`config.mk`:
```
export PLATFORM = sky130hd
export DESIGN_NAME = pcm_clock_mode_control
export DESIGN_NICKNAME = d
export VERILOG_FILES = /design/src/pcm_mult.v /design/src/pcm_clock_mode_control.v
export VERILOG_INCLUDE_DIRS = /design/src /design/src/src
export SDC_FILE = /design/constraint.sdc
export NUM_CORES = 1
export LEC_CHECK = 0
export ABC_AREA = 1
export CORE_MARGIN = 1.5
export CORE_UTILIZATION = 55
export DETAILED_ROUTE_END_ITERATION = 6
export DONT_BUFFER_PORTS = 1
export PLACE_DENSITY = 0.7
export SLEW_MARGIN = 20
export SYNTH_ARGS = -nofsm -noshare
export SYNTH_HDL_FRONTEND = slang
export SYNTH_SLANG_ARGS = --single-unit
```
`constraint.sdc`:
```
create_clock -name CLK -period 3.4 [get_ports CLK]
set_input_delay 0.34 -clock CLK [delete_from_list [all_inputs] [get_ports CLK]]
set_output_delay 0.34 -clock CLK [all_outputs]
set_load 0.01 [all_outputs]
```
`src/pcm_defines.vh`:
```
// Constants for the clock mode control block: register map,
// field positions, reset values, divider codes and ramp count.
// Included by bare name from every design file of the block.
`ifndef PCM_DEFINES_VH
`define PCM_DEFINES_VH

// Avalon byte offsets of the two registers
`define PCM_OFS_CTRL        4'h0
`define PCM_OFS_STATUS      4'h4

// Control register fields
`define PCM_CTRL_DIV_LO     0
`define PCM_CTRL_DIV_HI     1
`define PCM_CTRL_LEGACY     2
`define PCM_CTRL_RESET      3'h0

// Status register fields
`define PCM_ST_LOCKED       0
`define PCM_ST_RAMP_DONE    1
`define PCM_ST_MODE_LO      2
`define PCM_ST_MODE_HI      3
`define PCM_ST_DIV_LO       4
`define PCM_ST_DIV_HI       5
`define PCM_ST_STOPPED      6
`define PCM_ST_MULT_PWR     7

// Divider settings written by the CPU
`define PCM_DIV_FULL        2'h0
`define PCM_DIV_SIXTEENTH   2'h1
`define PCM_DIV_STOP        2'h2

// Mode pin codes {high, low}
`define PCM_MODE_STATIC     2'h0
`define PCM_MODE_FULL       2'h1
`define PCM_MODE_HALF       2'h2
`define PCM_MODE_MULT       2'h3

// Divider terminal counts (cycles of base toggles minus one)
`define PCM_DIV_SIXT_LIM    5'h0f
`define PCM_DIV_SIXT_LEG    5'h1f
`define PCM_DIV_FULL_LEG    5'h01

// Multiplier: x5 means ten half periods per reference period
`define PCM_MULT_HALVES     16'h000a
`define PCM_MULT_NCO_TICKS  4'h9
`define PCM_RAMP_MAX        8'hff

`endif

```
`src/pcm_mult.v`:
```
// Phase-locked x5 multiplier model with bypass, power control and
// lock-ramp counter. Reference edges arrive as one-cycle pulses in
// the system clock domain; the output is a stream of toggle pulses.
`timescale 1ns/10ps
`default_nettype none
`include "pcm_defines.vh"

module pcm_mult
#(
  parameter PER_W  = 16,
  parameter RAMP_W = 8
)
(
  // Clock, reset, enable
  input  wire clk,
  input  wire rst_n,
  input  wire ce,
  // Control
  input  wire pwr,
  input  wire ref_rise,
  input  wire dev_rst_n,
  // Results
  output wire tick,
  output wire locked,
  output wire ramp_done
);

  reg  [PER_W-1:0]  cnt_ff;
  reg  [PER_W-1:0]  period_ff;
  reg  [PER_W-1:0]  hcnt_ff;
  reg  [3:0]        tcnt_ff;
  reg  [RAMP_W-1:0] ramp_ff;
  reg               ramp_done_ff;
  reg               locked_ff;
  reg               use_nco_ff;
  wire [PER_W-1:0]  half;
  wire [PER_W-1:0]  diff;
  wire              close;
  wire              nco_end;

  // Ten output half periods per reference period
  assign half    = period_ff / `PCM_MULT_HALVES;
  assign diff    = (cnt_ff > period_ff) ? (cnt_ff - period_ff)
                                        : (period_ff - cnt_ff);
  assign close   = (diff <= {{(PER_W-1){1'b0}}, 1'b1});
  // The tenth half period always ends on the reference edge itself
  assign nco_end = (hcnt_ff + 1'b1 >= half) &&
                   (tcnt_ff < `PCM_MULT_NCO_TICKS);
  assign tick      = pwr & (use_nco_ff ? (ref_rise | nco_end) : ref_rise);
  assign locked    = locked_ff;
  assign ramp_done = ramp_done_ff;

  // Period measure, acquisition and tracking
  always @(posedge clk or negedge rst_n)
  begin
    if (!rst_n)
    begin
      cnt_ff     <= {PER_W{1'b0}};
      period_ff  <= {PER_W{1'b0}};
      locked_ff  <= 1'b0;
      use_nco_ff <= 1'b0;
      hcnt_ff    <= {PER_W{1'b0}};
      tcnt_ff    <= 4'h0;
    end
    else if (ce)
    begin
      if (!pwr)
      begin
        cnt_ff     <= {PER_W{1'b0}};
        locked_ff  <= 1'b0;
        use_nco_ff <= 1'b0;
        hcnt_ff    <= {PER_W{1'b0}};
        tcnt_ff    <= 4'h0;
      end
      else if (ref_rise)
      begin
        period_ff  <= cnt_ff;
        locked_ff  <= close;
        cnt_ff     <= {{(PER_W-1){1'b0}}, 1'b1};
        // switch on a reference rising edge, or off when power drops, glitch-free
        use_nco_ff <= close && locked_ff && ramp_done_ff;
        hcnt_ff    <= {PER_W{1'b0}};
        tcnt_ff    <= 4'h0;
      end
      else
      begin
        if (cnt_ff != {PER_W{1'b1}})
          cnt_ff <= cnt_ff + 1'b1;
        if (nco_end)
        begin
          hcnt_ff <= {PER_W{1'b0}};
          tcnt_ff <= tcnt_ff + 4'h1;
        end
        else
          hcnt_ff <= hcnt_ff + 1'b1;
      end
    end
  end

  // ramp counter, halted while reset pin low
  always @(posedge clk or negedge rst_n)
  begin
    if (!rst_n)
    begin
      ramp_ff      <= {RAMP_W{1'b0}};
      ramp_done_ff <= 1'b0;
    end
    else if (ce && pwr && ref_rise && dev_rst_n && !ramp_done_ff)
    begin
      // once done the count stays cleared for later resets
      ramp_ff <= ramp_ff + 1'b1;
      if (ramp_ff == {RAMP_W{1'b1}})
        ramp_done_ff <= 1'b1;
    end
  end

endmodule
`default_nettype wire

```
`src/pcm_clock_mode_control.v`:
```
// Clock mode control: mode pin decode, reference select, x5
// multiplier, CPU divider with stop and legacy halving, and an
// Avalon-MM register slave. Reference inputs are synchronous to CLK.
`timescale 1ns/10ps
`default_nettype none
`include "pcm_defines.vh"

module pcm_clock_mode_control
#(
  parameter PER_W  = 16,
  parameter RAMP_W = 8
)
(
  // Clock, reset, enable
  input  wire        CLK,
  input  wire        NRST,
  input  wire        CE,
  // Mode pins and reference sources
  input  wire        CLOCK_MODE_SELECT_LOW,
  input  wire        CLOCK_MODE_SELECT_HIGH,
  input  wire        EXTERNAL_REFERENCE_INPUT,
  input  wire        CRYSTAL_INPUT,
  output reg         CRYSTAL_DRIVE_OUTPUT,
  // Device reset and interrupt pins
  input  wire        RESET_PIN_N,
  input  wire        INTERRUPT_PIN_N,
  // Generated clocks and status
  output reg         PRIMARY_CLOCK_PHASE,
  output reg         SECONDARY_CLOCK_PHASE,
  output reg         MULTIPLIER_POWER,
  // Avalon-MM slave
  input  wire [3:0]  AVS_ADDRESS,
  input  wire        AVS_READ,
  input  wire        AVS_WRITE,
  input  wire [3:0]  AVS_BYTEENABLE,
  input  wire [31:0] AVS_WRITEDATA,
  output reg  [31:0] AVS_READDATA,
  output reg         AVS_WAITREQUEST
);

  reg  [1:0]  rst_sync_ff;
  wire        rst_n;
  reg         ref_ff;
  reg         dev_rst_ff;
  reg  [1:0]  div_ff;
  reg  [1:0]  nxt_div;
  reg         legacy_ff;
  reg  [4:0]  dcnt_ff;
  reg  [4:0]  lim;
  reg         base_tick;
  wire [1:0]  mode;
  wire        feedback;
  wire        mult_on;
  wire        ref_now;
  wire        ref_rise;
  wire        ref_fall;
  wire        rst_fall;
  wire        wake;
  wire        mult_tick;
  wire        locked;
  wire        ramp_done;
  wire        req;
  wire        acc;
  wire        wr_ctrl;

  // Reset release through two flops; assertion stays asynchronous
  always @(posedge CLK or negedge NRST)
  begin
    if (!NRST)
      rst_sync_ff <= 2'h0;
    else
      rst_sync_ff <= {rst_sync_ff[0], 1'b1};
  end
  assign rst_n = rst_sync_ff[1];

  assign mode     = {CLOCK_MODE_SELECT_HIGH, CLOCK_MODE_SELECT_LOW};
  assign feedback = (mode != `PCM_MODE_STATIC);
  // multiplier powered only in the x5 mode
  assign mult_on  = (mode == `PCM_MODE_MULT);

  // unused source is grounded, so XOR passes the live one
  assign ref_now  = EXTERNAL_REFERENCE_INPUT ^ CRYSTAL_INPUT;
  assign ref_rise = ref_now & ~ref_ff;
  assign ref_fall = ~ref_now & ref_ff;
  assign rst_fall = dev_rst_ff & ~RESET_PIN_N;
  assign wake     = ~RESET_PIN_N | ~INTERRUPT_PIN_N;

  // x5 multiplier with ramp and lock
  pcm_mult
  #(
    .PER_W  (PER_W),
    .RAMP_W (RAMP_W)
  )
  u_mult
  (
    .clk       (CLK),
    .rst_n     (rst_n),
    .ce        (CE),
    .pwr       (mult_on),
    .ref_rise  (ref_rise),
    .dev_rst_n (RESET_PIN_N),
    .tick      (mult_tick),
    .locked    (locked),
    .ramp_done (ramp_done)
  );

  // ratio per mode, as toggle events of the base clock
  always @*
  begin
    case (mode)
      `PCM_MODE_MULT: base_tick = mult_tick;
      `PCM_MODE_HALF: base_tick = ref_rise; // Rising edges only
      default:        base_tick = ref_rise | ref_fall;
    endcase
  end

  always @*
  begin
    if (div_ff == `PCM_DIV_SIXTEENTH)
      lim = legacy_ff ? `PCM_DIV_SIXT_LEG : `PCM_DIV_SIXT_LIM;
    else
      lim = legacy_ff ? `PCM_DIV_FULL_LEG : 5'h00;
  end

  // Bus handshake: one wait cycle, then a single accept cycle
  assign req     = AVS_READ | AVS_WRITE;
  assign acc     = req & ~AVS_WAITREQUEST;
  assign wr_ctrl = acc & AVS_WRITE & AVS_BYTEENABLE[0] &
                   (AVS_ADDRESS == `PCM_OFS_CTRL);

  // Divider setting; while stopped, hardware wake beats a same-cycle write
  always @*
  begin
    nxt_div = div_ff;
    if (wr_ctrl)
      nxt_div = AVS_WRITEDATA[`PCM_CTRL_DIV_HI:`PCM_CTRL_DIV_LO];
    if (nxt_div == 2'h3)
      nxt_div = div_ff;
    // leave stop on reset or interrupt low
    if (div_ff == `PCM_DIV_STOP && wake)
      nxt_div = `PCM_DIV_FULL;
    // reset fall forces a defined divider state
    if (rst_fall)
      nxt_div = `PCM_DIV_FULL;
  end

  // Control registers and edge history
  always @(posedge CLK or negedge rst_n)
  begin
    if (!rst_n)
    begin
      ref_ff     <= 1'b0;
      dev_rst_ff <= 1'b0;
      div_ff     <= `PCM_DIV_FULL;
      legacy_ff  <= 1'b0;
    end
    else if (CE)
    begin
      ref_ff     <= ref_now;
      dev_rst_ff <= RESET_PIN_N;
      div_ff     <= nxt_div;
      if (wr_ctrl)
        legacy_ff <= AVS_WRITEDATA[`PCM_CTRL_LEGACY];
    end
  end

  // Output clock phases from the divided base toggles
  always @(posedge CLK or negedge rst_n)
  begin
    if (!rst_n)
    begin
      dcnt_ff               <= 5'h00;
      PRIMARY_CLOCK_PHASE   <= 1'b0;
      SECONDARY_CLOCK_PHASE <= 1'b1;
    end
    else if (CE)
    begin
      // reset fall restarts the phase from present state
      if (rst_fall)
        dcnt_ff <= 5'h00;
      else if (base_tick && div_ff != `PCM_DIV_STOP)
      begin
        if (dcnt_ff >= lim)
        begin
          dcnt_ff               <= 5'h00;
          PRIMARY_CLOCK_PHASE   <= ~PRIMARY_CLOCK_PHASE;
          SECONDARY_CLOCK_PHASE <= PRIMARY_CLOCK_PHASE;
        end
        else
          dcnt_ff <= dcnt_ff + 5'h01;
      end
    end
  end

  // Oscillator drive: inverse of the crystal when feedback is on
  always @(posedge CLK or negedge rst_n)
  begin
    if (!rst_n)
    begin
      CRYSTAL_DRIVE_OUTPUT <= 1'b0;
      MULTIPLIER_POWER     <= 1'b0;
    end
    else if (CE)
    begin
      // feedback and power follow the mode pins
      CRYSTAL_DRIVE_OUTPUT <= feedback & ~CRYSTAL_INPUT;
      MULTIPLIER_POWER     <= mult_on;
    end
  end

  // Bus slave: read data loaded with the waitrequest drop
  always @(posedge CLK or negedge rst_n)
  begin
    if (!rst_n)
    begin
      AVS_WAITREQUEST <= 1'b1;
      AVS_READDATA    <= 32'h00000000;
    end
    else if (CE)
    begin
      AVS_WAITREQUEST <= ~(req & AVS_WAITREQUEST);
      if (req && AVS_WAITREQUEST)
      begin
        AVS_READDATA <= 32'h00000000;
        if (AVS_READ && AVS_ADDRESS == `PCM_OFS_CTRL)
        begin
          AVS_READDATA[`PCM_CTRL_DIV_HI:`PCM_CTRL_DIV_LO] <= div_ff;
          AVS_READDATA[`PCM_CTRL_LEGACY] <= legacy_ff;
        end
        else if (AVS_READ && AVS_ADDRESS == `PCM_OFS_STATUS)
        begin
          AVS_READDATA[`PCM_ST_LOCKED]    <= locked;
          AVS_READDATA[`PCM_ST_RAMP_DONE] <= ramp_done;
          AVS_READDATA[`PCM_ST_MODE_HI:`PCM_ST_MODE_LO] <= mode;
          AVS_READDATA[`PCM_ST_DIV_HI:`PCM_ST_DIV_LO]   <= div_ff;
          AVS_READDATA[`PCM_ST_STOPPED]  <= (div_ff == `PCM_DIV_STOP);
          AVS_READDATA[`PCM_ST_MULT_PWR] <= mult_on;
        end
      end
    end
  end

endmodule
`default_nettype wire

```
After elaboration in Yosys (flattened, before gate mapping) --
Index checks and enable logic that the tools add are counted.
Operators by class: equality and inequality tests 13, order comparisons 5, add/sub/neg operators 7, mux-type cells 29, bitwise logic cells 24, reductions and logical operators 26, divide/modulo/power cells 1
Operator list (number):
- $mux W16 | 7
- $add A16 B1 Y16 const B | 2
- $sub A16 B16 Y16 | 2
- $mux W5 | 6
- $div A16 B4 Y16 const B | 1
- $ge A16 B16 Y1 | 1
- $gt A16 B16 Y1 | 1
- $le A16 B1 Y1 const B | 1
- $ne A16 B16 Y1 const B | 1
- $reduce_and A2 Y1 | 8
- $logic_and A1 B1 Y1 | 12
- $mux W4 | 3
- $and A1 B1 Y1 | 10
- $not A1 Y1 | 9
- $add A8 B1 Y8 const B | 1
- $eq A2 B2 Y1 const B | 4
- $eq A8 B8 Y1 const B | 1
- $mux W2 | 4
- $mux W8 | 1
- $mux W1 | 6
- $ne A3 B3 Y1 const B | 2
- $add A5 B1 Y5 const B | 1
- $ge A5 B5 Y1 | 1
- $add A4 B1 Y4 const B | 1
- 14 further kinds | 19
Storage, ports and cells: word-level logic and storage cells 125, output and inout bits 37, bits in registers 88, bits of input ports 51

Longest topological paths before layout --
Gate-level depths: netlist of run 1.
depth after elaboration 10, depth in mapped cells 72, gate-level depth less buffers 72

Modules after synthesis --
From an unflattened synthesis of run 1, not the netlist that was laid out.
Unflattened totals: cell total of the unflattened synthesis 988, area, all modules 7312.0 um^2
Modules (own cells, without submodules):
- pcm_mult | area each 5730.5 um^2, sequential area each 1576.5 um^2, cells each 794, instances 1
- pcm_clock_mode_control | area each 1581.5 um^2, sequential area each 628.1 um^2, cells each 194, instances 1

Least setup slack after synthesis of run 1 --
Ideal clock, no wire load.
path type reg2reg, start register u_mult.period_ff[15], end register dcnt_ff[4], required time 3.274 ns, setup slack -3.183 ns, stages on the path, launching flop included 65, setup time 0.126 ns, buffers on the path 0, arrival time 6.457 ns, clock period less this slack 6.583 ns, cell sequence dfrtp_1 a21oi_1 o21bai_2 nand2_2 nand2_4 nand2_1 nand3_2 nand2_4 nand2_4 nand2_2 nand2_2 nor2_4 nor2_4 nand2_2 nand2_2 inv_4 nand2_2 nand2_1 (+29 left out) o21a_1 o21ai_0 nand2_1 a21oi_1 o21bai_1 a21oi_1 o21bai_1 a21oi_1 o21ai_0 nand2_1 a31o_2 o311ai_0 nand3_1 a21oi_1 inv_1 nor3_1 and3_1 nor3_1
On the way: word-level cells in the longest chain between the ends 10
RTL lines:
- start, declared | line pcm_mult.v:29 | reg [PER_W-1:0] period_ff;
- start signal, assigned | line pcm_mult.v:59 | period_ff <= {PER_W{1'b0}};
- start signal, assigned | line pcm_mult.v:77 | period_ff <= cnt_ff;
- $div A16 B4 Y16 (no line)
- $ge A16 B16 Y1 | line pcm_mult.v:47 | assign nco_end = (hcnt_ff + 1'b1 >= half) &&
- $logic_and A1 B1 Y1 | line pcm_mult.v:47
- $or A1 B1 Y1 | line pcm_mult.v:49 | assign tick = pwr & (use_nco_ff ? (ref_rise | nco_end) : ref_rise);
- $mux W1 | line pcm_mult.v:49
- $and A1 B1 Y1 | line pcm_mult.v:49
- $pmux W1 S2 | line pcm_clock_mode_control.v:110 | case (mode)
- $logic_and A1 B1 Y1 (no line)
- $reduce_bool A2 Y1 (no line)
- $reduce_and A2 Y1 (no line)
- end signal, assigned | line pcm_clock_mode_control.v:190 | dcnt_ff <= dcnt_ff + 5'h01;
- end, declared | line pcm_clock_mode_control.v:48 | reg [4:0] dcnt_ff;
Every way passes these cells. A chain may end at the register's enable or synchronous reset.

Worst setup path after layout of run 1 --
start register u_mult.period_ff[13], end register dcnt_ff[4]
Same word-level chain as after synthesis.

==> results of run 1 <==
## layer usage
metal  part of all wire, %  GRT usage [%]
met5                     0              0
met2                    50           45.8
met3                   4.9           4.51
met4                   2.7           9.07
met1                    42           34.7
## sequential cells by signal, summed over array words and instances, names as in the netlist, 4 cells and up
| name | cells |
|---|---|
| u_mult.tcnt_ff | 4 |
| u_mult.ramp_ff | 8 |
| AVS_READDATA | 8 |
| u_mult.period_ff | 16 |
| u_mult.hcnt_ff | 16 |
| u_mult.cnt_ff | 16 |
| dcnt_ff | 5 |
## how the worst max path moves through the flow
stage	startpoint	to	slack, ns	cells after the start
final	u_mult.period_ff[13]	dcnt_ff[4]	-3.87	68
after global routing	u_mult.period_ff[13]	dcnt_ff[4]	-4.37	66
after CTS	u_mult.period_ff[13]	dcnt_ff[4]	-3.51	69
after detailed placement	u_mult.period_ff[14]	dcnt_ff[4]	-3.73	67
after global placement	u_mult.period_ff[14]	dcnt_ff[4]	-3.43	67
after floorplan	u_mult.period_ff[15]	dcnt_ff[4]	-2.95	69
## logic make-up (layout without fill, tap and decap cells)
logic type | count (synthesis) | count (layout) | share of synthesized area (%)
AND/OR/NAND/NOR | 409 | 409 | 26.8
buffers and inverters | 204 | 340 | 11.9
AO/OA/AOI/OAI | 193 | 193 | 15.7
flip-flops | 88 | 88 | 30.5
adder cells (fa/ha/maj) | 58 | 58 | 10.2
XOR/XNOR | 34 | 34 | 4.11
multiplexers | 5 | 5 | 0.726
other | 2 | 25 | 0.104
## timing repair
action	in CTS	in global routing
cloned	1	0
endpoints found under the setup margin	29	29
gates resized for setup	27	103
hold buffers	1	0
endpoints found under the hold margin	2	0
pin swaps	11	34
buffers inserted	7	13
## cell usage after synthesis, types with 9 or more instances
master | n | share of area [%]
inv_2 | 9 | 0.47
nand2_2 | 33 | 2.9
inv_1 | 152 | 7.9
nor3_1 | 21 | 1.5
a21oi_1 | 53 | 3.7
dfrtp_1 | 86 | 30
clkbuf_1 | 14 | 0.73
xor2_1 | 26 | 3.1
nor2_1 | 51 | 2.6
nand2_1 | 171 | 8.9
o21ai_0 | 84 | 5.8
nand3_1 | 94 | 6.5
nand2_4 | 9 | 1.4
nand4_1 | 11 | 0.95
buf_4 | 24 | 2.5
ha_1 | 56 | 9.7
## critical path: cells and delay by family (launching register included)
| family | cells | cell delay, ns |
|---|---|---|
| buf+inv | 10 | 0.64 |
| flops | 1 | 0.44 |
| simple gates | 44 | 3.95 |
| fa+ha+maj | 1 | 0.28 |
| compound gates | 13 | 1.82 |
## stage by stage
stage | hold slack (ns) | setup TNS (ns) | instances | cell area (sq um) | setup WS (ns)
6_report | 0.0769 | -94.22 | 1324 | 9510 | -3.87
3_3_place_gp | 0.0445 | -83.16 | 1286 | 8480 | -3.43
4_1_cts | 0.0632 | -83.89 | 1311 | 8970 | -3.51
2_1_floorplan | 0.0444 | -66.94 | 1016 | 7500 | -2.95
5_1_grt | 0.0692 | -107.63 | 1324 | 9510 | -4.37
3_5_place_dp | 0.0445 | -88.68 | 1286 | 8480 | -3.73
## area by class of cell
| class | instances | area share [%] |
|---|---|---|
| clock buffers | 9 | 2.37 |
| flip-flops and latches | 88 | 23.3 |
| clock inverters | 7 | 0.829 |
| well taps | 172 | 2.26 |
| multi-input cells | 724 | 51.6 |
| inverters | 164 | 6.69 |
| repair buffers | 160 | 13.0 |
==> impl.org, run 1 <==
** Timing
- RSZ-0062 raised after global routing :: true
- At the pin with the least slew margin, the transition time is 0.659 ns.
- Counting I/O delays and the setup requirement, the final critical path takes 7.27 ns.
- Derived from the worst setup path, the maximum achievable clock frequency is ~140 MHz.
- The final hold violation count came to 0.
- Worst slew margin relative to its limit :: between 50% and 60%
- Final slew viol count :: 0
- The worst path uses 214% of the clock period.
- Across the routed clock network, the largest skew measured is around 0.007 ns.
- Setup-violating endpoint count in the final report :: 29
- Worst setup margin :: -3.87 ns

** Run status
- Failing checks :: setup timing
- Status :: finished with violations

** Finish
- The multi-input combinational cells in the finished layout cover a total of ~4900 sq um.
- Registers take ~2200 sq um.
- Cells fill 74.7% of the core in the end.
- Commonest non-fill, non-tap cells in the layout :: 155 x buf_4, 144 x nand2_1, 140 x inv_1, 82 x dfrtp_1, 81 x nand3_1
- Of the cells placed in the final design, the portion with a size suffix greater than 1 is 30.1%.
- Counting the fill cells in the layout gives between 900 and 1k.
- Number of antenna repair diodes :: 0
- Number of nets in the layout :: ~1.3k
- Compared with the post-synthesis result, the final layout area differs by 31.3%.
- Commonest non-fill, non-tap cell in the layout :: buf_4

** Flow run
- Max-cap viol count :: 0

** Global route
- Sum of overflow across all layers after global routing :: 0
- Initial antenna violation count :: 0
- Pin count of the biggest net entering global routing :: 50
- Global-route wire length before repair :: 30.4 mm
- In the global route stage, overall resource usage came out at 26.9%.
- Number of global-route vias before repair :: between 6k and 7k

** Placement
- Input and output buffers added on the ports amount to 0.
- Placed wire-length estimate after detailed placement :: between 10 and 15 mm
- Global placement routability congestion :: slightly above 0.9

** CTS
- Buffer cell driving the clock tree root :: clkbuf_16
- Clock buffers created by TritonCTS :: 9
- Clock-pin slew was measured on the worst setup and hold paths at 0.07 ns.
- The clock net in this run drives a total of 88 sinks.
- The clock passes through at most 2 buffers.
- TritonCTS clock tree :: yes
- The clock reaches the later pin of the worst-skew pair after about 0.36 ns.
- The clock tree synthesis step divided the H-tree into 3 levels.

** Die
- Placeable core region :: around 13,000 sq um
- The die is approximately 120 um wide.
- The floorplan step set the die height to approximately 120 um.
- The floorplan has slightly above 40 rows.
- Initial core utilization :: a little under three fifths
- In this run the count of I/O pins placed on the die edge is 88.
- Total Die Area :: about 14,000 sq um

** Critical path
- Crit path required time :: approximately 3.6 ns
- Measured in cells, the most critical reg-to-reg path has a length of 68.
- In this design, the stage delay of the slowest critical-path cell is 0.44 ns.
- Slowest cell on the critical path :: dfrtp_2
- Endpoint of the most critical register-to-register path :: dcnt_ff[4]
- Reg-to-reg critical path startpoint :: u_mult.period_ff[13]
- The worst setup path is of the reg2reg kind.
- Critical Path End Type :: register
- In this run the worst path has a maximum fanout of 5.
- Worst EP arrival :: 7.51 ns
- STA classifies the critical path startpoint as a register.
- Flop-to-flop setup slack :: -3.87 ns

** Min path
- HP Start :: CRYSTAL_INPUT
- Worst-case hold path end point :: CRYSTAL_DRIVE_OUTPUT
- Cells on Worst Hold Path :: 1
- Worst hold path type :: in2reg

** Synthesis
- Ys Warns :: 0
- Syn Area/Cell :: around 7.3 sq um
- Number of synthesized flops with an enable pin :: 0
- Gate count after technology mapping :: about 1,000
- Share of the yosys chip area belonging to registers :: a little under a third
- Prevailing post-synth register cell :: dfrtp_1
- In this run, synthesis produced a sequential element count of 88.
- Fraction of synthesis flops using an asynchronous set or reset pin :: between 90% and 100%
- The cell area that synthesis handed to floorplanning was roughly 7200 sq um.
- After synthesis, the netlist uses 54 different library cells.

** Route
- The routed layout has between 7k and 8k vias.
- Dividing the detail-routed wire length by the instance count gives between 10 and 15 um.
- Final wirelength :: 19.8 mm
- After detailed routing, the number of remaining DRC violations is 0.
- For this block, the initial DRC count from the detailed router was ~500.
- Dividing the detail-routed via count by the number of cells gives between 5 and 6.
- Detailed Routing Iterations Pass 1 :: 5
- The detail route stage leaves a number of antenna-violating nets equal to 0.
Power of run 1 is left out: the tool's default activity adds up to more than one toggle a clock period on the data nets, which glitch-free logic cannot reach.
==> run 2: changes to the inputs <==
CORE_ASPECT_RATIO = 0.9   (was not set)
GPL_TIMING_DRIVEN = 0   (was not set)
==> impl.org, run 2 (synthesis results as in run 1) <==
** Timing
- The worst slew margin relative to its limit is 33.8% (-22 points).
- Setup repair after global routing could not meet its margin everywhere.
- The maximum achievable frequency is 138 MHz (+0.37%).
- Transition time at the pin with the least slew margin :: 0.989 ns (+0.330 ns)
- Final slew viol count :: 0 (unchanged)
- Hold violation count in the final report :: 0 (unchanged)
- The setup slack of the critical path after layout came to -3.85 ns (+0.0271 ns).
- Final critical path time including I/O delays and setup :: 7.25 ns (-0.0271 ns)
- The worst clock skew is 0.00374 ns (-0.00310 ns).
- The final cycle utilization of the critical path came to 213% (-0.80 points).
- Setup-violating endpoint count in the final report :: 29 (unchanged)

** Critical path
- The worst setup path is launched from a register.
- STA classifies the critical path endpoint as a register.
- The critical path in this run is classified as reg2reg.
- The endpoint required time on the critical path was 3.64 ns (about the same).
- The highest cell delay on the worst timing path is 0.48 ns (+0.04 ns).
- The peak fanout along the critical path came to 5 (unchanged).
- In this design, the critical path's most frequently occurring cell is nand2_4.
- Slowest cell on the critical path :: dfrtp_2
- The arrival time of the worst setup path came to 7.49 ns (-0.02 ns).
- Number of cells on the worst reg-to-reg path :: 65 (-4.4%)

** Finish
- The proportion of layout cells with a drive suffix above 1 was 25.2% (-4.9 points).
- Leaving out fill and tap cells, the most frequent cell in the layout is nand2_1.
- Registers with the most flip-flops :: u_mult.cnt_ff (16), u_mult.hcnt_ff (16), u_mult.period_ff (16)
- The count of nets after finishing is 1,174 (-6.5%).
- The area used by multi-input combinational logic is 4960 sq um (+1.1%).
- The top cell types in the final layout, fill and taps aside, are 145 x nand2_1, 138 x inv_1, 77 x dfrtp_1, 73 x nand3_1, 54 x buf_4.
- The antenna diode instance count is 0 (unchanged).
- Area Growth Syn to Fin :: 23.8%
- The area used by sequential logic in the layout was 2220 sq um (+0.28%).
- The total of fill cells in the finished design is 1,017 (+4.1%).

** Die
- Die outline height :: 112 um (-5.0%)
- The die area was 13,900 sq um (about the same).
- The area of the placeable core was 12,800 sq um (+0.49%).
- The top-level I/O count is 88 (unchanged).
- The floorplan row count was 39 (-4.9%).
- Die X-Extent :: 124 um (+5.3%)
- Initial core utilization :: 56.6% (-0.28 points)

** Route
- Total length of routed met2 wires :: 8.18 mm (-17%)
- The average wire per cell in the routed design came to 14.5 um (-3.0%).
- The via count is 6,667 (-6.0%).
- The detailed router used layers up to and including met4.
- The number of vias per cell after detailed routing is 5.40 (+0.82%).
- Initial DRC Count :: 497 (-1.0%)
- The first-pass iteration count of the detailed router is 5 (unchanged).
- The met3 wire length was 741 um (-23%).
- The total wire length is 17.9 mm (-9.6%).
- Met1 WL :: 8.78 mm (+5.0%)
- The DRC violations left came to 0 (unchanged).
- Number of nets with antenna violations after routing :: 0 (unchanged)

** Run status
- Status :: finished with violations
- The final reports fail on setup timing.

** CTS
- Register clock-pin slew on the reported worst setup and hold paths :: 0.07 ns (about the same)
- Clock Latency Late Sink :: 0.35 ns (about the same)
- Clock sink count :: 88 (unchanged)
- Clock buffers created by TritonCTS :: 9 (unchanged)
- The number of buffers between clock root and the deepest sink was 2 (unchanged).
- H-tree Lvls :: 3 (unchanged)
- Buffer cell driving the clock tree root :: clkbuf_16
- TritonCTS built the clock tree.

** Min path
- Worst hold path type :: in2reg
- Cells on Worst Hold Path :: 1 (unchanged)

** Placement
- Placed wire-length estimate after detailed placement :: 13.0 mm (-6.6%)
- The routability-driven placement congestion ratio was 0.917 (-0.23%).
- The number of buffers added on ports is 0 (unchanged).
- Post-placement setup slack :: -4.16 ns (-0.431 ns)

** Global route
- The global route total overflow was 0 (unchanged).
- The via count of the first global-routing pass is 6,039 (-8.7%).
- The overall track demand over capacity in global routing is 26.2% (-0.67 points).
- Pin count of the biggest net entering global routing :: 47 (-6.0%)
- Initial antenna violation count :: 0 (unchanged)
- Global-route wire length before repair :: 29.2 mm (-3.7%)

** Flow run
- Max-cap viol count :: 0 (unchanged)
==> run 2: metal layers <==
layer / track usage, % / vias up
li1: - / 3388
met1: 39.6 / 3115
met2: 39.6 / 150
met3: 4.00 / 14
met4: 5.91 / 0
met5: 0 / -
==> run 2: timing repair <==
| item | CTS | global route |
|---|---|---|
| hold endpoints to repair | 2 | 0 |
| setup buffers | 26 | 11 |
| setup endpoints to repair | 29 | 29 |
| gates resized for setup | 84 | 74 |
| pin swaps | 32 | 29 |
| cloned | 0 | 1 |
| hold buffers | 1 | 0 |
==> run 2: area by class of cell <==
type | instances | area share (%)
clock inverters | 7 | 0.810
repair buffers | 39 | 4.06
clock buffers | 9 | 2.51
well taps | 164 | 2.29
inverters | 164 | 7.22
flip-flops and latches | 88 | 24.7
multi-input cells | 724 | 55.3
plain buffers | 39 | 3.07
==> run 2: metrics by stage <==
step	setup TNS (ns)	cell area, sq um	util, %	instances	hold slack, ns
6_report	-96.56	8960	70.1	1234	0.0743
3_3_place_gp	-123.51	7700	60.2	1180	0.0444
2_1_floorplan	-66.94	7500	-	1016	0.0444
3_5_place_dp	-97.92	7730	60.5	1181	0.0445
4_1_cts	-91.18	8590	67.2	1223	0.0689
5_1_grt	-109.49	8960	70.1	1234	0.0782
==> run 2: final timing paths <==
path | startpoint | to | slack, ns
worst min-delay path | CRYSTAL_INPUT | CRYSTAL_DRIVE_OUTPUT | 0.07
min in group asynchronous | NRST | rst_sync_ff[0] | 0.21
worst max register to register | u_mult.period_ff[14] | dcnt_ff[4] | -3.85
max in group asynchronous | rst_sync_ff[1] | u_mult.period_ff[14] | 2.44
worst min register to register | rst_sync_ff[1] | AVS_READDATA[5] | 0.32
worst max-delay path | u_mult.period_ff[14] | dcnt_ff[4] | -3.85
==> run 2: critical path: cells and delay by family (launching register included) <==
family	cells	cell delay, ns
and+or+nand+nor	39	3.32
AOI/OAI and AO/OA	17	2.56
DFF	1	0.48
buffers and inverters	8	0.48
adders and majority gates	1	0.29
Power of run 2 is left out for the same reason.
==> run 3: changes to the inputs <==
ABC_CLOCK_PERIOD_IN_PS = 8200   (was not set)
PLACE_DENSITY = 0.79   (was 0.7)
clock period = 8.2 ns   (was 3.4 ns; I/O delays follow)
==> impl.org, run 3 (synthesis results as in run 1) <==
** CTS
- Clock tree synthesis selected as its root buffer the cell clkbuf_16.
- H-tree Lvls :: 3 (unchanged)
- The clock input transition at the sequential cells of the worst setup and hold paths came to 0.07 ns (about the same).
- The number of buffers between clock root and the deepest sink was 2 (unchanged).
- The clock insertion delay at the later pin of the skew report came to 0.35 ns (about the same).
- TritonCTS built the clock tree.
- The count of clock tree sinks is 88 (unchanged).
- Count of hold buffers inserted by post-cts repair :: 0 (-1)
- Clock buffers created by TritonCTS :: 9 (unchanged)

** Die
- The top-level I/O count was 88 (unchanged).
- Standard-cell row count :: 39 (unchanged)
- Die outline height :: 112 um (unchanged)
- Placeable core region :: 12,800 sq um (unchanged)
- Total Die Area :: 13,900 sq um (unchanged)
- Initial core utilization :: 56.6% (unchanged)
- The floorplan die width is 124 um (unchanged).

** Route
- The average wire per cell in the routed design was 13.6 um (-6.2%).
- Initial DRC Count :: 504 (+1.4%)
- Via density :: 5.36 (-0.78%)
- Final wirelength :: 16.3 mm (-8.5%)
- Detailed-route DRC error count :: 0 (unchanged)
- Detailed Routing Iterations Pass 1 :: 5 (unchanged)
- Number of nets with antenna violations after routing :: 0 (unchanged)
- The via count is 6,449 (-3.3%).

** Critical path
- Reg-to-reg critical path startpoint :: u_mult.period_ff[15]
- Highest fanout seen on the critical path :: 7 (+2)
- The worst setup path is launched from a register.
- First element of the critical path :: u_mult.period_ff[15]
- The highest cell delay on the worst timing path came to 0.49 ns (about the same).
- Broken down by cell family, the worst path's largest delay share belongs to simple AND/OR/NAND/NOR gates.
- Critical path type :: reg2reg
- The worst path buffer plus inverter count came to 4 (-4).
- Dominant cell type by count on the critical path :: nand2_2
- The worst setup path is captured at a register.
- The endpoint required time on the critical path was 8.43 ns (+4.79 ns).
- The arrival time of the worst setup path was 7.76 ns (+0.27 ns).
- Slowest cell on the critical path :: dfrtp_2

** Finish
- Registers with the most flip-flops :: u_mult.cnt_ff (16), u_mult.hcnt_ff (16), u_mult.period_ff (16)
- Number of inserted filler cells in the final layout :: 1,116 (+9.7%)
- Number of nets in the layout :: 1,143 (-2.6%)
- Leaving out fill and tap cells, the most frequent cells in the layout are 163 x nand2_1, 149 x inv_1, 91 x nand3_1, 82 x dfrtp_1, 82 x o21ai_0.
- The end-of-flow core utilization was 63.1% (-7.0 points).
- The library cell used most frequently in the layout, excluding fill and tap cells, is nand2_1.
- The area used by sequential logic in the layout came to 2210 sq um (-0.28%).
- Share of cells above drive strength 1 :: 14.3% (-11 points)
- Area Growth Syn to Fin :: 11.5%
- Multi-input gate area :: 4420 sq um (-11%)
- Number of antenna repair diodes :: 0 (unchanged)

** Timing
- The final worst hold slack came to 0.161 ns (+0.0862 ns).
- Final cycle utilization of the critical path :: 91.8% (-120 points)
- Worst slew margin relative to its limit :: 35.8% (+2.0 points)
- The maximum achievable frequency came to 133 MHz (-3.7%).
- Final worst clock skew :: 0.0117 ns (+0.00799 ns)
- Fin Setup TNS :: 0 ns (+96.56 ns)
- The slew at the pin closest to its max-slew limit was 0.959 ns (-0.0303 ns).
- The number of slew-limit violations in the final report was 0 (unchanged).
- The final critical path time including I/O delays and setup is 7.53 ns (+0.282 ns).
- Setup-violating endpoint count in the final report :: 0 (-100%)
- Hold violation count in the final report :: 0 (unchanged)

** Global route
- Initial antenna violation count :: 0 (unchanged)
- Global-route wire length before repair :: 27.7 mm (-5.4%)
- Number of global-route vias before repair :: 6,087 (+0.79%)
- The met3 track demand over resource came to 4.97% (+0.97 points).
- Sum of overflow across all layers after global routing :: 0 (unchanged)
- The maximum number of pins on one net before global-route repair was 52 (+11%).
- Global router's overall resource usage :: 24.8% (-1.4 points)
- The layer flagged by global routing as most heavily used is met2.
- Met2 global-route usage :: 38.9% (-0.66 points)
- Met1 Track Usage GR :: 34.8% (-4.9 points)

** Placement
- Placed wire-length estimate after detailed placement :: 12.6 mm (-3.2%)
- The routability-driven placement congestion ratio was 0.878 (-4.3%).
- Port Buf Inserts :: 0 (unchanged)

** Run status
- The run finished with clean final reports.

** Min path
- The path class of the tightest hold or removal check is in2async.

** Flow run
- Max-cap viol count :: 0 (unchanged)
## run 3: layout make-up
cell class	instances	share of cell area (%)
Multi-Input combinational cell	724	54.8
Timing Repair Buffer	7	0.806
Clock inverter	6	0.930
Clock buffer	10	2.84
Buffer	40	2.98
Inverter	164	7.72
Sequential cell	88	27.4
Tap cell	164	2.54
## run 3: metal layers
metal / wire (um) / share of wire [%]
met1: 7740 / 47
met2: 7430 / 45
met3: 881 / 5.4
met4: 294 / 1.8
met5: 0 / 0
## run 3: repair_timing
action	in CTS	in global routing
buffers inserted	0	6
hold endpoints to repair	0	0
gates resized for setup	0	46
setup endpoints to repair	0	19
## run 3: worst register-to-register path, delay by kind of cell, from the launching register on
family          cells  cell delay [ns]
simple gates       41             4.01
fa+ha+maj           1             0.27
flops               1             0.49
compound gates     16             2.42
buf+inv             4             0.21
## run 3: through the flow
step | setup WS [ns] | area, sq um | cells
final | 0.671 | 8070 | 1203
after global routing | -0.0470 | 8070 | 1203
after CTS | 0.0846 | 7860 | 1197
after detailed placement | 0.139 | 7550 | 1181
after global placement | 0.441 | 7530 | 1180
after floorplan | 1.62 | 7330 | 1016
## run 3: final timing paths
check	endpoint	slack [ns]	cells after the start
setup reg to reg	dcnt_ff[4]	0.67	62
setup / recovery	dcnt_ff[4]	0.67	62
hold / removal	rst_sync_ff[0]	0.16	0
max in group asynchronous	SECONDARY_CLOCK_PHASE	7.13	1
hold reg to reg	rst_sync_ff[1]	0.35	0
min in group CLK	rst_sync_ff[1]	0.35	0
Power of run 3 is left out for the same reason.
